## src/fom_cfg.svh

```systemverilog
`ifndef FOM_CFG_SVH
`define FOM_CFG_SVH

// ----------------------------------------------------------------
// Register byte offsets
// ----------------------------------------------------------------
`define FOM_OFF_RATE_HIGH   12'h000
`define FOM_OFF_RATE_LOW    12'h004
`define FOM_OFF_RATE_FRAC   12'h008
`define FOM_OFF_DEV         12'h00c
`define FOM_OFF_MODE        12'h010
`define FOM_OFF_RAMP        12'h014
`define FOM_OFF_PEAK        12'h018
`define FOM_OFF_FLOOR       12'h01c
`define FOM_OFF_STATUS      12'h020

// ----------------------------------------------------------------
// Reset values
// ----------------------------------------------------------------
`define FOM_RST_RATE_HIGH   8'h1a
`define FOM_RST_RATE_LOW    8'h0b
`define FOM_RST_DEV         14'h0052
`define FOM_RST_FLOOR       8'h0c
`define FOM_RST_DECAY_STEP  3'h0
`define FOM_RST_DECAY_PER   3'h0
`define FOM_RST_RAMP_STEP   4'h9

// ----------------------------------------------------------------
// Field positions and constants
// ----------------------------------------------------------------
`define FOM_MODE_OOK_BIT    0
`define FOM_MODE_CONT_BIT   1
`define FOM_MODE_TX_BIT     2
`define FOM_MODE_SYNC_BIT   3
`define FOM_FRAC_DEN        8'd16
`define FOM_PEAK_DROP_6DB   8'd12
`define FOM_RSSI_MAX        8'hff

`endif

```

## src/fom_pkg.sv

```systemverilog
package fom_pkg;

    typedef enum logic [1:0] {
        FOM_SHAPE_NONE,
        FOM_SHAPE_BT10,
        FOM_SHAPE_BT05,
        FOM_SHAPE_RSVD
    } fom_shape_t;

    typedef enum logic [1:0] {
        FOM_THR_FIXED,
        FOM_THR_PEAK,
        FOM_THR_AVG,
        FOM_THR_RSVD
    } fom_thr_t;

    typedef enum {
        FOM_APB_IDLE,
        FOM_APB_ACCESS
    } fom_apb_st_t;

    typedef struct packed {
        logic        psel;
        logic        penable;
        logic        pwrite;
        logic [11:0] paddr;
        logic [31:0] pwdata;
    } fom_apb_req_t;

    typedef struct packed {
        logic [31:0] prdata;
        logic        pready;
        logic        pslverr;
    } fom_apb_rsp_t;

    typedef struct packed {
        logic [15:0] rate_div;
        logic [3:0]  frac;
        logic [13:0] dev;
        logic        ook;
        logic        cont;
        logic        tx_on;
        logic        sync_on;
        fom_shape_t  shape;
        fom_thr_t    thr_kind;
        logic [2:0]  decay_step;
        logic [2:0]  decay_period;
        logic [7:0]  floor;
    } fom_cfg_t;

    typedef struct packed {
        fom_apb_st_t  apb_st;
        fom_apb_rsp_t rsp;
        fom_cfg_t     cfg;
        logic [3:0]   ramp_step;
        logic [20:0]  rate_cnt;
        logic         tick;
        logic         bit_clk;
        logic [1:0]   tx_sync;
        logic         tx_bit;
        logic [3:0]   gauss_hist;
        logic signed [15:0] mod_word;
        logic [7:0]   pa_level;
        logic         pa_on;
        logic [7:0]   peak;
        logic [11:0]  avg_acc;
        logic [7:0]   decay_cnt;
        logic         rx_bit;
        logic         rx_data;
        logic         rx_clk;
        logic [1:0]   rx_sync;
    } fom_state_t;

endpackage : fom_pkg

```

## src/fom_core.sv

```systemverilog
// Contract
// (RQ1) Bit rate: crystal over divider plus fraction/16
// (RQ2) OOK ignores fraction, treated as zero
// (RQ3) Host data async; aligned to bit clock when Gaussian
// (RQ4) Deviation equals step times 14-bit word
// (RQ5) Software keeps deviation in legal range
// (RQ6) OOK switches amplifier on and off
// (RQ7) FSK shaping uses Gaussian BT 0.5 or 1
// (RQ8) Bit clock edge per needed transmit bit
// (RQ9) OOK shaping ramps amplifier up and down
// (RQ10) Restart transmitter after shaping change
// (RQ11) Receive data routed through bit synchronizer
// (RQ12) Software keeps modulation index 0.5 to 10
// (RQ13) OOK decision against one of three thresholds
// (RQ14) Peak mode threshold is peak minus 6dB
// (RQ15) Peak decays by step every decay period
// (RQ16) Decay stops at floor threshold
// (RQ17) Fixed mode compares against floor threshold
// (RQ18) Average mode compares against sample average
// (RQ19) Larger sample loads peak immediately
// (RQ20) Fractional accumulator counter emits bit tick
//
// The implementer's own choices: the placing of the registers and register access over APB.
`timescale 1ns/10ps
`default_nettype none
`include "fom_cfg.svh"

module fom_core
    import fom_pkg::*;
(
    // Clock and reset
    input  wire logic         sys_clk,
    input  wire logic         rst_n,
    // APB slave
    input  wire fom_apb_req_t apb_req,
    output var  fom_apb_rsp_t apb_rsp,
    // Serial link to host
    input  wire logic         serial_data_pin_in,
    output var  logic         serial_data_pin_out,
    output var  logic         serial_data_pin_oe_n,
    output var  logic         bit_clock_out,
    // Radio front end
    input  wire logic [7:0]   rssi_sample,
    output var  logic signed [15:0] synth_frac_offset,
    output var  logic [7:0]   pa_bias_level
);

    fom_state_t st_reg;
    fom_state_t st_next;

    // ------------------------------------------------------------
    // Register read mux
    // ------------------------------------------------------------
    function automatic logic [31:0] read_word(input fom_state_t s, input logic [11:0] a);
        logic [31:0] w;
        w = 32'h0000_0000;
        case (a)
            `FOM_OFF_RATE_HIGH: w[7:0] = s.cfg.rate_div[15:8];
            `FOM_OFF_RATE_LOW:  w[7:0] = s.cfg.rate_div[7:0];
            `FOM_OFF_RATE_FRAC: w[3:0] = s.cfg.frac;
            `FOM_OFF_DEV:       w[13:0] = s.cfg.dev;
            `FOM_OFF_MODE:      w[3:0] = {s.cfg.sync_on, s.cfg.tx_on, s.cfg.cont, s.cfg.ook};
            `FOM_OFF_RAMP:      w[5:0] = {s.cfg.shape, s.ramp_step};
            `FOM_OFF_PEAK:      w[7:0] = {s.cfg.thr_kind, s.cfg.decay_step, s.cfg.decay_period};
            `FOM_OFF_FLOOR:     w[7:0] = s.cfg.floor;
            `FOM_OFF_STATUS:    w[18:0] = {s.pa_on, s.rx_bit, s.tx_bit, s.pa_level, s.peak};
            default:            w = 32'h0000_0000;
        endcase
        return w;
    endfunction : read_word

    function automatic logic addr_ok(input logic [11:0] a);
        return (a[1:0] == 2'b00) && (a <= `FOM_OFF_STATUS);
    endfunction : addr_ok

    // Saturating subtract used by threshold and decay paths
    function automatic logic [7:0] sat_sub(input logic [7:0] a, input logic [7:0] b);
        return (a > b) ? (a - b) : 8'h00;
    endfunction : sat_sub

    logic [20:0] period_x16;
    logic [7:0]  threshold;
    logic [7:0]  decay_len;
    logic [7:0]  decay_amt;
    logic        gauss_mode;

    always_comb begin
        st_next = st_reg;
        period_x16 = 21'h0;
        threshold = 8'h00;
        decay_len = 8'h00;
        decay_amt = 8'h00;
        gauss_mode = 1'b0;

        // --------------------------------------------------------
        // APB slave, one wait state
        // --------------------------------------------------------
        st_next.rsp.pready  = 1'b0;
        st_next.rsp.pslverr = 1'b0;
        case (st_reg.apb_st)
            FOM_APB_IDLE: begin
                if (apb_req.psel && !apb_req.penable) begin
                    st_next.apb_st = FOM_APB_ACCESS;
                end
            end
            FOM_APB_ACCESS: begin
                if (!st_reg.rsp.pready) begin
                    st_next.rsp.pready  = 1'b1;
                    st_next.rsp.pslverr = !addr_ok(apb_req.paddr);
                    st_next.rsp.prdata  = apb_req.pwrite ? 32'h0 : read_word(st_reg, apb_req.paddr);
                    if (apb_req.pwrite) begin
                        case (apb_req.paddr)
                            `FOM_OFF_RATE_HIGH: st_next.cfg.rate_div[15:8] = apb_req.pwdata[7:0];
                            `FOM_OFF_RATE_LOW:  st_next.cfg.rate_div[7:0] = apb_req.pwdata[7:0];
                            `FOM_OFF_RATE_FRAC: st_next.cfg.frac = apb_req.pwdata[3:0];
                            `FOM_OFF_DEV:       st_next.cfg.dev = apb_req.pwdata[13:0];
                            `FOM_OFF_MODE: begin
                                st_next.cfg.ook     = apb_req.pwdata[`FOM_MODE_OOK_BIT];
                                st_next.cfg.cont    = apb_req.pwdata[`FOM_MODE_CONT_BIT];
                                st_next.cfg.tx_on   = apb_req.pwdata[`FOM_MODE_TX_BIT];
                                st_next.cfg.sync_on = apb_req.pwdata[`FOM_MODE_SYNC_BIT];
                            end
                            `FOM_OFF_RAMP: begin
                                st_next.ramp_step = apb_req.pwdata[3:0];
                                st_next.cfg.shape = fom_shape_t'(apb_req.pwdata[5:4]);
                            end
                            `FOM_OFF_PEAK: begin
                                st_next.cfg.decay_period = apb_req.pwdata[2:0];
                                st_next.cfg.decay_step   = apb_req.pwdata[5:3];
                                st_next.cfg.thr_kind     = fom_thr_t'(apb_req.pwdata[7:6]);
                            end
                            `FOM_OFF_FLOOR: st_next.cfg.floor = apb_req.pwdata[7:0];
                            default: ;
                        endcase
                    end
                end else begin
                    st_next.apb_st = FOM_APB_IDLE;
                end
            end
            default: st_next.apb_st = FOM_APB_IDLE;
        endcase

        // --------------------------------------------------------
        // Bit-rate generator
        // --------------------------------------------------------
        period_x16 = {1'b0, st_reg.cfg.rate_div, 4'h0} +
                     {17'h0, (st_reg.cfg.ook ? 4'h0 : st_reg.cfg.frac)}; // RQ1 RQ2
        st_next.tick = 1'b0;
        if (st_reg.rate_cnt + 21'd16 >= period_x16) begin // RQ20
            st_next.rate_cnt = st_reg.rate_cnt + 21'd16 - period_x16;
            st_next.tick = 1'b1;
        end else begin
            st_next.rate_cnt = st_reg.rate_cnt + 21'd16;
        end

        gauss_mode = !st_reg.cfg.ook && (st_reg.cfg.shape != FOM_SHAPE_NONE);

        // --------------------------------------------------------
        // Bit clock and transmit data
        // --------------------------------------------------------
        st_next.tx_sync = {st_reg.tx_sync[0], serial_data_pin_in};
        if (st_reg.tick) begin
            st_next.bit_clk = 1'b0;
        end else if (st_reg.rate_cnt >= {1'b0, period_x16[20:1]}) begin
            st_next.bit_clk = 1'b1;
        end
        if (st_reg.cfg.tx_on) begin
            if (st_reg.cfg.cont && !gauss_mode) begin
                st_next.tx_bit = st_reg.tx_sync[1]; // RQ3
            end else if (st_reg.tick) begin
                st_next.tx_bit = st_reg.tx_sync[1]; // RQ3 RQ8
            end
        end else begin
            st_next.tx_bit = 1'b0;
        end

        // --------------------------------------------------------
        // FSK deviation with optional Gaussian shaping
        // --------------------------------------------------------
        if (st_reg.tick) begin
            st_next.gauss_hist = {st_reg.gauss_hist[2:0], st_reg.tx_bit};
        end
        if (!st_reg.cfg.tx_on || st_reg.cfg.ook) begin
            st_next.mod_word = 16'sh0000;
        end else if (st_reg.cfg.shape == FOM_SHAPE_BT05) begin
            // Taps 1-3-3-1 over the last four bits, weight sum 8
            st_next.mod_word = 16'($signed({2'b00, st_reg.cfg.dev}) *
                (($signed({1'b0, st_reg.gauss_hist[3]}) + 3 * $signed({1'b0, st_reg.gauss_hist[2]}) +
                  3 * $signed({1'b0, st_reg.gauss_hist[1]}) + $signed({1'b0, st_reg.gauss_hist[0]})) * 2 - 8)
                >>> 3); // RQ7 RQ4
        end else if (st_reg.cfg.shape == FOM_SHAPE_BT10) begin
            // Taps 1-2-1 over the last three bits, weight sum 4
            st_next.mod_word = 16'($signed({2'b00, st_reg.cfg.dev}) *
                (($signed({1'b0, st_reg.gauss_hist[2]}) + 2 * $signed({1'b0, st_reg.gauss_hist[1]}) +
                  $signed({1'b0, st_reg.gauss_hist[0]})) * 2 - 4)
                >>> 2); // RQ7 RQ4
        end else begin
            st_next.mod_word = st_reg.tx_bit ? $signed({2'b00, st_reg.cfg.dev})
                                             : -$signed({2'b00, st_reg.cfg.dev}); // RQ4
        end

        // --------------------------------------------------------
        // OOK amplifier control
        // --------------------------------------------------------
        st_next.pa_on = st_reg.cfg.tx_on && st_reg.cfg.ook && st_reg.tx_bit; // RQ6
        if (st_reg.cfg.shape == FOM_SHAPE_NONE || !st_reg.cfg.ook) begin
            st_next.pa_level = st_reg.pa_on ? `FOM_RSSI_MAX : 8'h00; // RQ6
        end else if (st_reg.pa_on) begin
            st_next.pa_level = (st_reg.pa_level > 8'(`FOM_RSSI_MAX - {4'h0, st_reg.ramp_step}))
                             ? `FOM_RSSI_MAX : st_reg.pa_level + {4'h0, st_reg.ramp_step} + 8'h01; // RQ9
        end else begin
            st_next.pa_level = sat_sub(st_reg.pa_level, {4'h0, st_reg.ramp_step} + 8'h01); // RQ9
        end

        // --------------------------------------------------------
        // OOK demodulator threshold
        // --------------------------------------------------------
        st_next.avg_acc = st_reg.avg_acc - {4'h0, st_reg.avg_acc[11:4]} + {4'h0, rssi_sample};
        decay_len = 8'h01 << st_reg.cfg.decay_period;
        decay_amt = {5'h00, st_reg.cfg.decay_step} + 8'h01;
        case (st_reg.cfg.thr_kind)
            FOM_THR_PEAK:  threshold = sat_sub(st_reg.peak, `FOM_PEAK_DROP_6DB); // RQ14
            FOM_THR_AVG:   threshold = st_reg.avg_acc[11:4]; // RQ18
            default:       threshold = st_reg.cfg.floor; // RQ17
        endcase
        if (threshold < st_reg.cfg.floor) begin
            threshold = st_reg.cfg.floor;
        end
        st_next.rx_bit = rssi_sample > threshold; // RQ13
        if (rssi_sample > st_reg.peak) begin
            st_next.peak = rssi_sample; // RQ19
            st_next.decay_cnt = 8'h00;
        end else if (!st_reg.rx_bit) begin
            if (st_reg.decay_cnt + 8'h01 >= decay_len) begin
                st_next.decay_cnt = 8'h00;
                st_next.peak = (sat_sub(st_reg.peak, decay_amt) < st_reg.cfg.floor)
                             ? st_reg.cfg.floor : sat_sub(st_reg.peak, decay_amt); // RQ15 RQ16
            end else begin
                st_next.decay_cnt = st_reg.decay_cnt + 8'h01;
            end
        end

        // --------------------------------------------------------
        // Receive path toward the host
        // --------------------------------------------------------
        st_next.rx_sync = {st_reg.rx_sync[0], st_reg.rx_bit};
        if (!st_reg.cfg.sync_on) begin
            st_next.rx_data = st_reg.rx_bit;
        end else if (st_reg.tick) begin
            st_next.rx_data = st_reg.rx_sync[1]; // RQ11
        end
        if (st_reg.cfg.sync_on && (st_reg.rx_sync[1] != st_reg.rx_sync[0])) begin
            st_next.rate_cnt = 21'h0; // RQ11
        end
        st_next.rx_clk = st_reg.bit_clk;

        if (!rst_n) begin
            st_next = '0;
            st_next.cfg.rate_div     = {`FOM_RST_RATE_HIGH, `FOM_RST_RATE_LOW};
            st_next.cfg.dev          = `FOM_RST_DEV;
            st_next.cfg.floor        = `FOM_RST_FLOOR;
            st_next.cfg.thr_kind     = FOM_THR_PEAK;
            st_next.cfg.decay_step   = `FOM_RST_DECAY_STEP;
            st_next.cfg.decay_period = `FOM_RST_DECAY_PER;
            st_next.ramp_step        = `FOM_RST_RAMP_STEP;
            st_next.apb_st           = FOM_APB_IDLE;
        end
    end

    always_ff @(posedge sys_clk) begin
        st_reg <= st_next;
    end

    // ------------------------------------------------------------
    // Outputs
    // ------------------------------------------------------------
    always_comb begin
        apb_rsp              = st_reg.rsp;
        bit_clock_out        = st_reg.bit_clk;
        serial_data_pin_out  = st_reg.rx_data;
        serial_data_pin_oe_n = st_reg.cfg.tx_on;
        synth_frac_offset    = st_reg.mod_word;
        pa_bias_level        = st_reg.pa_level;
    end

endmodule : fom_core
`default_nettype wire

```

## config.mk

```make
export PLATFORM = sky130hd
export DESIGN_NAME = fom_core
export DESIGN_NICKNAME = d
export VERILOG_FILES = /design/src/fom_pkg.sv /design/src/fom_core.sv
export VERILOG_INCLUDE_DIRS = /design/src
export SDC_FILE = /design/constraint.sdc
export NUM_CORES = 1
export LEC_CHECK = 0
export BUFFER_PORTS_ARGS = -buffer_cell sky130_fd_sc_hd__buf_2
export CORE_MARGIN = 4
export CORE_UTILIZATION = 63
export CTS_CLUSTER_DIAMETER = 100
export DETAILED_ROUTE_END_ITERATION = 12
export PLACE_DENSITY = 0.87
export SLEW_MARGIN = 15
export SYNTH_ARGS = -nofsm -noshare
export SYNTH_HDL_FRONTEND = slang
export SYNTH_SLANG_ARGS = --single-unit
```

## constraint.sdc

```tcl
create_clock -name sys_clk -period 9.2 [get_ports sys_clk]
set_input_delay 2.3 -clock sys_clk [delete_from_list [all_inputs] [get_ports sys_clk]]
set_output_delay 2.3 -clock sys_clk [all_outputs]
set_load 0.1 [all_outputs]
```

==> flow_summary.toml, run 1 <==
[status]
status = "finished clean"

[global_routing]
overflow = 0
grt_max_degree = 61
first_global_vias = 15000
grt_pass1_wl_um = 74400
track_usage_pct = 29.9
antenna_found_initial = 5

[timing]
worst_pin_slew_ns = 1.08
setup_slack_ns = 2.45
period_needed_ns = 6.75
slew_violations = 0
rsz0062_at_grt = "no"
fin_tns_setup_ns = 0
relSlewSlack_pct = 28.0
fmax_mhz = 148
finClkSkew_ns = 0.0120
finalSetupViolations = 0
min_period_over_period_pct = 73.4
hold_viol = 0

[critical_path]
worstSetupStartpoint = "st_reg[59]$_SDFFE_PN0P_"
r2r_slack_ns = 2.45
start_kind = "flip-flop"
r2r_cells = 22
cp.arrival_ns = 7.11
critPathKind = "flip-flop to flip-flop"
cp_max_fo = 26
crit_chain = "fa_1 -> ha_1 -> inv_1 -> fa_1 -> xor2_1 -> ha_1 -> and2_1 -> fa_1 -> fa_1 -> fa_1 -> inv_1 -> fa_1 -> inv_1 -> ha_1 -> or2_2 -> a21o_1 -> nand4_1 -> nand2_1 -> nor2_1 -> xnor2_1 -> o211ai_1 -> a21oi_1"
cp.required_ns = 9.56
critPathMostFrequentCell = "fa_1"
r2r-start = "st_reg[59]$_SDFFE_PN0P_"
timing.rr.end = "synth_frac_offset[11]$_SDFF_PP0_"
slowest_delay_ns = 0.66
worst-path-buf-inv = 3
path_depth = 22
cp_top_family = "adder cells"
crit_slowest_cell = "ha_1"
critPathCaptureType = "flip-flop"

[routing]
drt_first_pass_iters = 5
num_vias = 14700
routedWlPerCell_um = 18.8
wirelength_um = 44700
vias_per_cell = 6.17
first_iter_violations = 1242
final_antenna_net_count = 0
drc = 0

[synthesis]
yosys_most_used_dff = "dfxtp_1"
ys.warnings.count = 0
synthArstFlopShare_pct = 0
ys_types = 75
synth-edff-count = 0
synth_seq_cells = 169
ys_seq_area_share_pct = 19.7
ys_top_cells_by_area = "dfxtp_1 (20%), ha_1 (14%), fa_1 (13%)"
synth_common_cells = "inv_1 (224), ha_1 (196), dfxtp_1 (169)"
syn-mean-instance-area_um2 = 8.37
synth_most_common_cell = "inv_1"
synth_area_um2 = 17200
synth_top_cell_by_area = "dfxtp_1"
synth_top_area_share_pct = 19.7
syn_inst = 2049

[pwr]
internal_power_mw = 1.70
power_density_nw_per_um2 = 156
leakage_nw = 8.29
clockPowerShare_pct = 26.3
ir_drop_mv = 0.179
pwr-share-seq_pct = 30.5
switching_share_pct = 39.5
power_switching_mw = 1.11
pwr-share-comb_pct = 43.2

[floorplanning]
dieHeight_um = 173
die_w_um = 173
die_area_um2 = 29900
io_pins = 119
start_util_pct = 63.8
placementRows = 60
core_area_um2 = 26900

[finish]
regArea_um2 = 3380
syn_to_final_growth_pct = 4.36
drive_above_1_share_pct = 7.50
largest_reg_flops = 121
final_util_pct = 66.6
fill_cells = 2112
multi_input_area_um2 = 12200
final-instance-count-excl-fill = 2384
fin_nets = 2390

[place]
dp_slack_ns = 2.61
gp_congestion = 0.954
dp_hpwl_um = 33900
io_buffers = 87
dp_cells = 2349

[hold_path]
min_to = "apb_rsp[7]$_SDFFE_PN0P_"
hold_path_depth = 2
min_from = "apb_rsp[7]$_SDFFE_PN0P_"
hp-class = "flip-flop to flip-flop"

[flow_run]
maxCapViolCount = 0

[clock_tree]
htree_levels = 4
clockBufferDepth = 2
cts-root-buf = "clkbuf_16"
clk_pin_slew_ns = 0.07
cts_setup_buffers = 0
clk_latency_ns = 0.44
cts_tree = "done"
cts_buffers = 17
cts_num_sinks = 169
ctsResizeCount = 0
postCtsHoldBufs = 0
logic make-up after synthesis:
group / count (synthesis) / share of synthesized area, %
AND/OR/NAND/NOR: 627 / 18.4
adder cells (fa/ha/maj): 305 / 27.0
other: 1 / 0.0219
multiplexers: 84 / 4.91
AO/OA/AOI/OAI: 386 / 15.0
flip-flops: 169 / 19.7
buffers and inverters: 373 / 9.63
XOR/XNOR: 104 / 5.31
power by group through the flow:
| stage | Clock, mW | Combinational [mW] | Sequential (mW) |
|---|---|---|---|
| 2_1_floorplan | 0 | 0.963 | 0.836 |
| 3_3_place_gp | 0 | 1.12 | 0.866 |
| 3_5_place_dp | 0 | 1.18 | 0.867 |
| 4_1_cts | 0.736 | 1.19 | 0.851 |
| 5_1_grt | 0.765 | 1.36 | 0.858 |
| 6_report | 0.738 | 1.21 | 0.853 |
worst register-to-register path, cell delays in order (launching register included):
cell and delay (ns):
dfxtp_1 0.39, fa_1 0.57, ha_1 0.17, inv_1 0.07
fa_1 0.40, xor2_1 0.21, ha_1 0.66, and2_1 0.30
fa_1 0.46, fa_1 0.52, fa_1 0.54, inv_1 0.06
fa_1 0.55, inv_1 0.07, ha_1 0.34, or2_2 0.32
a21o_1 0.22, nand4_1 0.13, nand2_1 0.07, nor2_1 0.11
xnor2_1 0.17, o211ai_1 0.11, a21oi_1 0.23
worst max-delay path by stage:
stage,end
floorplan,synth_frac_offset[15]$_SDFF_PP0_
global placement,synth_frac_offset[13]$_SDFF_PP0_
detailed placement,synth_frac_offset[13]$_SDFF_PP0_
CTS,synth_frac_offset[11]$_SDFF_PP0_
global route,synth_frac_offset[13]$_SDFF_PP0_
finish,synth_frac_offset[11]$_SDFF_PP0_
cell type report:
cell class / count / share of cell area, %
Sequential cell: 169 / 18.9
Clock buffer: 19 / 2.53
Timing Repair Buffer: 95 / 2.77
Antenna cell: 3 / 0.0419
Multi-Input combinational cell: 1519 / 68.0
Clock inverter: 13 / 0.713
Tap cell: 341 / 2.38
Inverter: 225 / 4.72
cell usage in the layout, fill, tap and decap left out, types with 70 or more instances in the layout:
| cell type | netlist | routed |
|---|---|---|
| nor2_1 | 167 | 167 |
| ha_1 | 196 | 196 |
| xnor2_1 | 70 | 70 |
| nand2_1 | 141 | 141 |
| inv_1 | 224 | 224 |
| a21oi_1 | 109 | 109 |
| fa_1 | 109 | 109 |
| buf_2 | 6 | 87 |
| mux2i_1 | 82 | 82 |
| dfxtp_1 | 169 | 169 |
per-stage QoR:
stage / area (um^2) / total power [mW] / hold WS [ns]
after floorplan: 17200 / 1.80 / 0.412
after global placement: 17300 / 1.99 / 0.445
after detailed placement: 17300 / 2.05 / 0.447
after CTS: 17900 / 2.78 / 0.457
after global routing: 17900 / 2.99 / 0.479
final: 17900 / 2.80 / 0.454
metal layers:
metal,wire (um),vias to the layer above,track usage (%)
met5,28,-,0
met4,1750,6,12.2
met3,3730,155,6.30
met2,21500,628,50.5
met1,17700,7034,37.3
li1,-,6876,-
Note: power is estimated with default switching activity, not from simulation.
==> inputs of run 2 (changes only) <==
--- a/config.mk
+++ b/config.mk
@@ -8,10 +8,10 @@
 export LEC_CHECK = 0
 export BUFFER_PORTS_ARGS = -buffer_cell sky130_fd_sc_hd__buf_2
 export CORE_MARGIN = 4
-export CORE_UTILIZATION = 63
+export CORE_UTILIZATION = 57
 export CTS_CLUSTER_DIAMETER = 100
 export DETAILED_ROUTE_END_ITERATION = 12
-export PLACE_DENSITY = 0.87
+export PLACE_DENSITY = 0.83
 export SLEW_MARGIN = 15
 export SYNTH_ARGS = -nofsm -noshare
 export SYNTH_HDL_FRONTEND = slang
==> constraint.sdc (replaced) <==
create_clock -name sys_clk -period 6.1 [get_ports sys_clk]
set_input_delay 1.525 -clock sys_clk [delete_from_list [all_inputs] [get_ports sys_clk]]
set_output_delay 1.525 -clock sys_clk [all_outputs]
set_load 0.1 [all_outputs]
==> run 2 against run 1 <==
Compared with the run above: core utilization down 4.5 points; sequential cell count unchanged; routed wire length is 5.1% higher; cell count up 2.9%; sequential share of layout area down 0.53 points; combinational power is 50% higher; via count grew 0.46%; first-iteration DRC count is 7.9% lower; sequential power is 50% higher; cell area is 2.9% higher.
==> flow_summary.toml, run 2 (synthesized netlist as in run 1, its figures left out) <==
[timing]
finalSetupViolations = 0
rsz0062_at_grt = "yes"
whs_ns = 0.465
worst_pin_slew_ns = 0.968
period_needed_ns = 5.96
slew_violations = 0
relSlewSlack_pct = 35.3
hold_viol = 0
min_period_over_period_pct = 97.6
finClkSkew_ns = 0.0156
fmax_mhz = 168
fin_tns_setup_ns = 0

[critical_path]
crit_chain = "fa_1 -> ha_2 -> inv_1 -> fa_2 -> xor2_4 -> ha_4 -> buf_12 -> nand2_2 -> inv_1 -> fa_1 -> inv_1 -> fa_1 -> fa_1 -> fa_1 -> inv_1 -> ha_1 -> or2_2 -> a21oi_2 -> a31oi_2 -> xor2_1 -> a21oi_1 -> a211oi_1"
critPathKind = "flip-flop to flip-flop"
r2r-start = "st_reg[59]$_SDFFE_PN0P_"
critPathCaptureType = "flip-flop"
r2r_cells = 22
timing.rr.end = "synth_frac_offset[13]$_SDFF_PP0_"
r2r_slack_ns = 0.14
worst-path-buf-inv = 5
cp-endpoint = "synth_frac_offset[13]$_SDFF_PP0_"
cp_max_fo = 17
critPathMostFrequentCell = "fa_1"
start_kind = "flip-flop"
path_depth = 22
crit_slowest_cell = "fa_1"
worstSetupStartpoint = "st_reg[59]$_SDFFE_PN0P_"
slowest_delay_ns = 0.57
cp.arrival_ns = 6.33
cp.required_ns = 6.47
cp_top_family = "adder cells"

[floorplanning]
core_area_um2 = 29600
start_util_pct = 57.9
dieHeight_um = 182
placementRows = 63
die_area_um2 = 32900
io_pins = 119
die_w_um = 182

[clock_tree]
cts-root-buf = "clkbuf_16"
cts_num_sinks = 169
clk_pin_slew_ns = 0.08
htree_levels = 4
cts_tree = "done"
clk_latency_ns = 0.45
clockBufferDepth = 2
cts_buffers = 17
postCtsHoldBufs = 0

[global_routing]
track_usage_pct = 27.9
first_global_vias = 14900
overflow = 0
grt_max_degree = 76
grt_use_met1_pct = 34.9
antenna_found_initial = 1
grt_busiest_layer = "met2"
grt_pass1_wl_um = 75600
grt_use_met3_pct = 5.07
met2_usage_pct = 47.8

[place]
gp_congestion = 0.986
dp_hpwl_um = 35300
placed_cell_area_um2 = 17600
io_buffers = 87
dp_cells = 2419

[finish]
fin_nets = 2413
largest_reg_flops = 121
fill_cells = 2462
final_cell_mix = "inv_1 (224), ha_1 (188), dfxtp_1 (168)"
drive_above_1_share_pct = 10.6
final_area_um2 = 18400
syn_to_final_growth_pct = 7.39
final_util_pct = 62.2
final-instance-count-excl-fill = 2454
final_common_cell = "inv_1"

[pwr]
power_density_nw_per_um2 = 231
internal_power_mw = 2.58
leakage_nw = 8.47
ir_drop_mv = 0.200
switching_share_pct = 39.2
pwr-share-comb_pct = 42.8
clockPowerShare_pct = 27.0
pwr-share-seq_pct = 30.2
power_switching_mw = 1.67

[routing]
first_iter_violations = 1144
drc = 0
drt_first_pass_iters = 5
final_antenna_net_count = 0
vias_per_cell = 6.02
num_vias = 14800
routedWlPerCell_um = 19.1
wirelength_um = 47000

[flow_run]
maxCapViolCount = 0

[hold_path]
hp-class = "flip-flop to flip-flop"

[status]
status = "finished clean"
run 2: worst reg2reg max path, stage by stage (launching register included):
cell,delay (ns)
dfxtp_2,0.33
fa_1,0.54
ha_2,0.18
inv_1,0.05
fa_2,0.38
xor2_4,0.18
ha_4,0.21
buf_12,0.16
nand2_2,0.11
inv_1,0.08
fa_1,0.55
inv_1,0.07
fa_1,0.55
fa_1,0.44
fa_1,0.57
inv_1,0.06
ha_1,0.32
or2_2,0.32
a21oi_2,0.17
a31oi_2,0.07
xor2_1,0.21
a21oi_1,0.09
a211oi_1,0.22
run 2: area by class of cell:
class | instances | area (um^2) | share of cell area, %
multi-input cells | 1519 | 12400 | 67.4
inverters | 225 | 845 | 4.58
flip-flops and latches | 169 | 3380 | 18.4
diodes | 1 | 2.50 | 0.0136
repair buffers | 118 | 688 | 3.73
clock buffers | 18 | 429 | 2.33
well taps | 390 | 488 | 2.65
clock inverters | 14 | 171 | 0.930
run 2: worst min path at each step:
| stage | from | slack [ns] | to | depth (start not counted) |
|---|---|---|---|---|
| after floorplan | st_reg[63]$_SDFF_PN0_ | 0.41 | st_reg[64]$_SDFF_PN0_ | 1 |
| after global placement | apb_rsp[8]$_SDFFE_PN0P_ | 0.44 | apb_rsp[8]$_SDFFE_PN0P_ | 2 |
| after detailed placement | apb_rsp[9]$_SDFFE_PN0P_ | 0.45 | apb_rsp[9]$_SDFFE_PN0P_ | 2 |
| after CTS | apb_rsp[9]$_SDFFE_PN0P_ | 0.47 | apb_rsp[9]$_SDFFE_PN0P_ | 2 |
| after global routing | apb_rsp[6]$_SDFFE_PN0P_ | 0.49 | apb_rsp[6]$_SDFFE_PN0P_ | 2 |
| final | apb_rsp[9]$_SDFFE_PN0P_ | 0.47 | apb_rsp[9]$_SDFFE_PN0P_ | 2 |
run 2: through the flow:
stage,setup slack (ns),power [mW]
floorplan,0.00667,2.71
global placement,0.0973,2.98
detailed placement,-0.110,3.08
CTS,0.00168,4.22
global route,-0.0653,4.52
finish,0.144,4.25
run 2: timing repair:
| item | in CTS | in global routing |
|---|---|---|
| pin swaps | 4 | 34 |
| gates resized for setup | 13 | 41 |
| endpoints found under the setup margin | 5 | 10 |
| setup buffers | 0 | 2 |
| endpoints found under the hold margin | 0 | 0 |
run 2: power by group through the flow:
stage	logic [mW]	registers [mW]	clock network, mW
3_3_place_gp	1.67	1.30	0
3_5_place_dp	1.77	1.31	0
5_1_grt	2.04	1.29	1.19
6_report	1.82	1.28	1.15
4_1_cts	1.80	1.28	1.15
2_1_floorplan	1.45	1.26	0
run 2: routing by layer:
metal	part of all wire, %	routed length (um)
met5	0	0
met4	3.8	1790
met3	7.2	3390
met2	49	22800
met1	40	19000
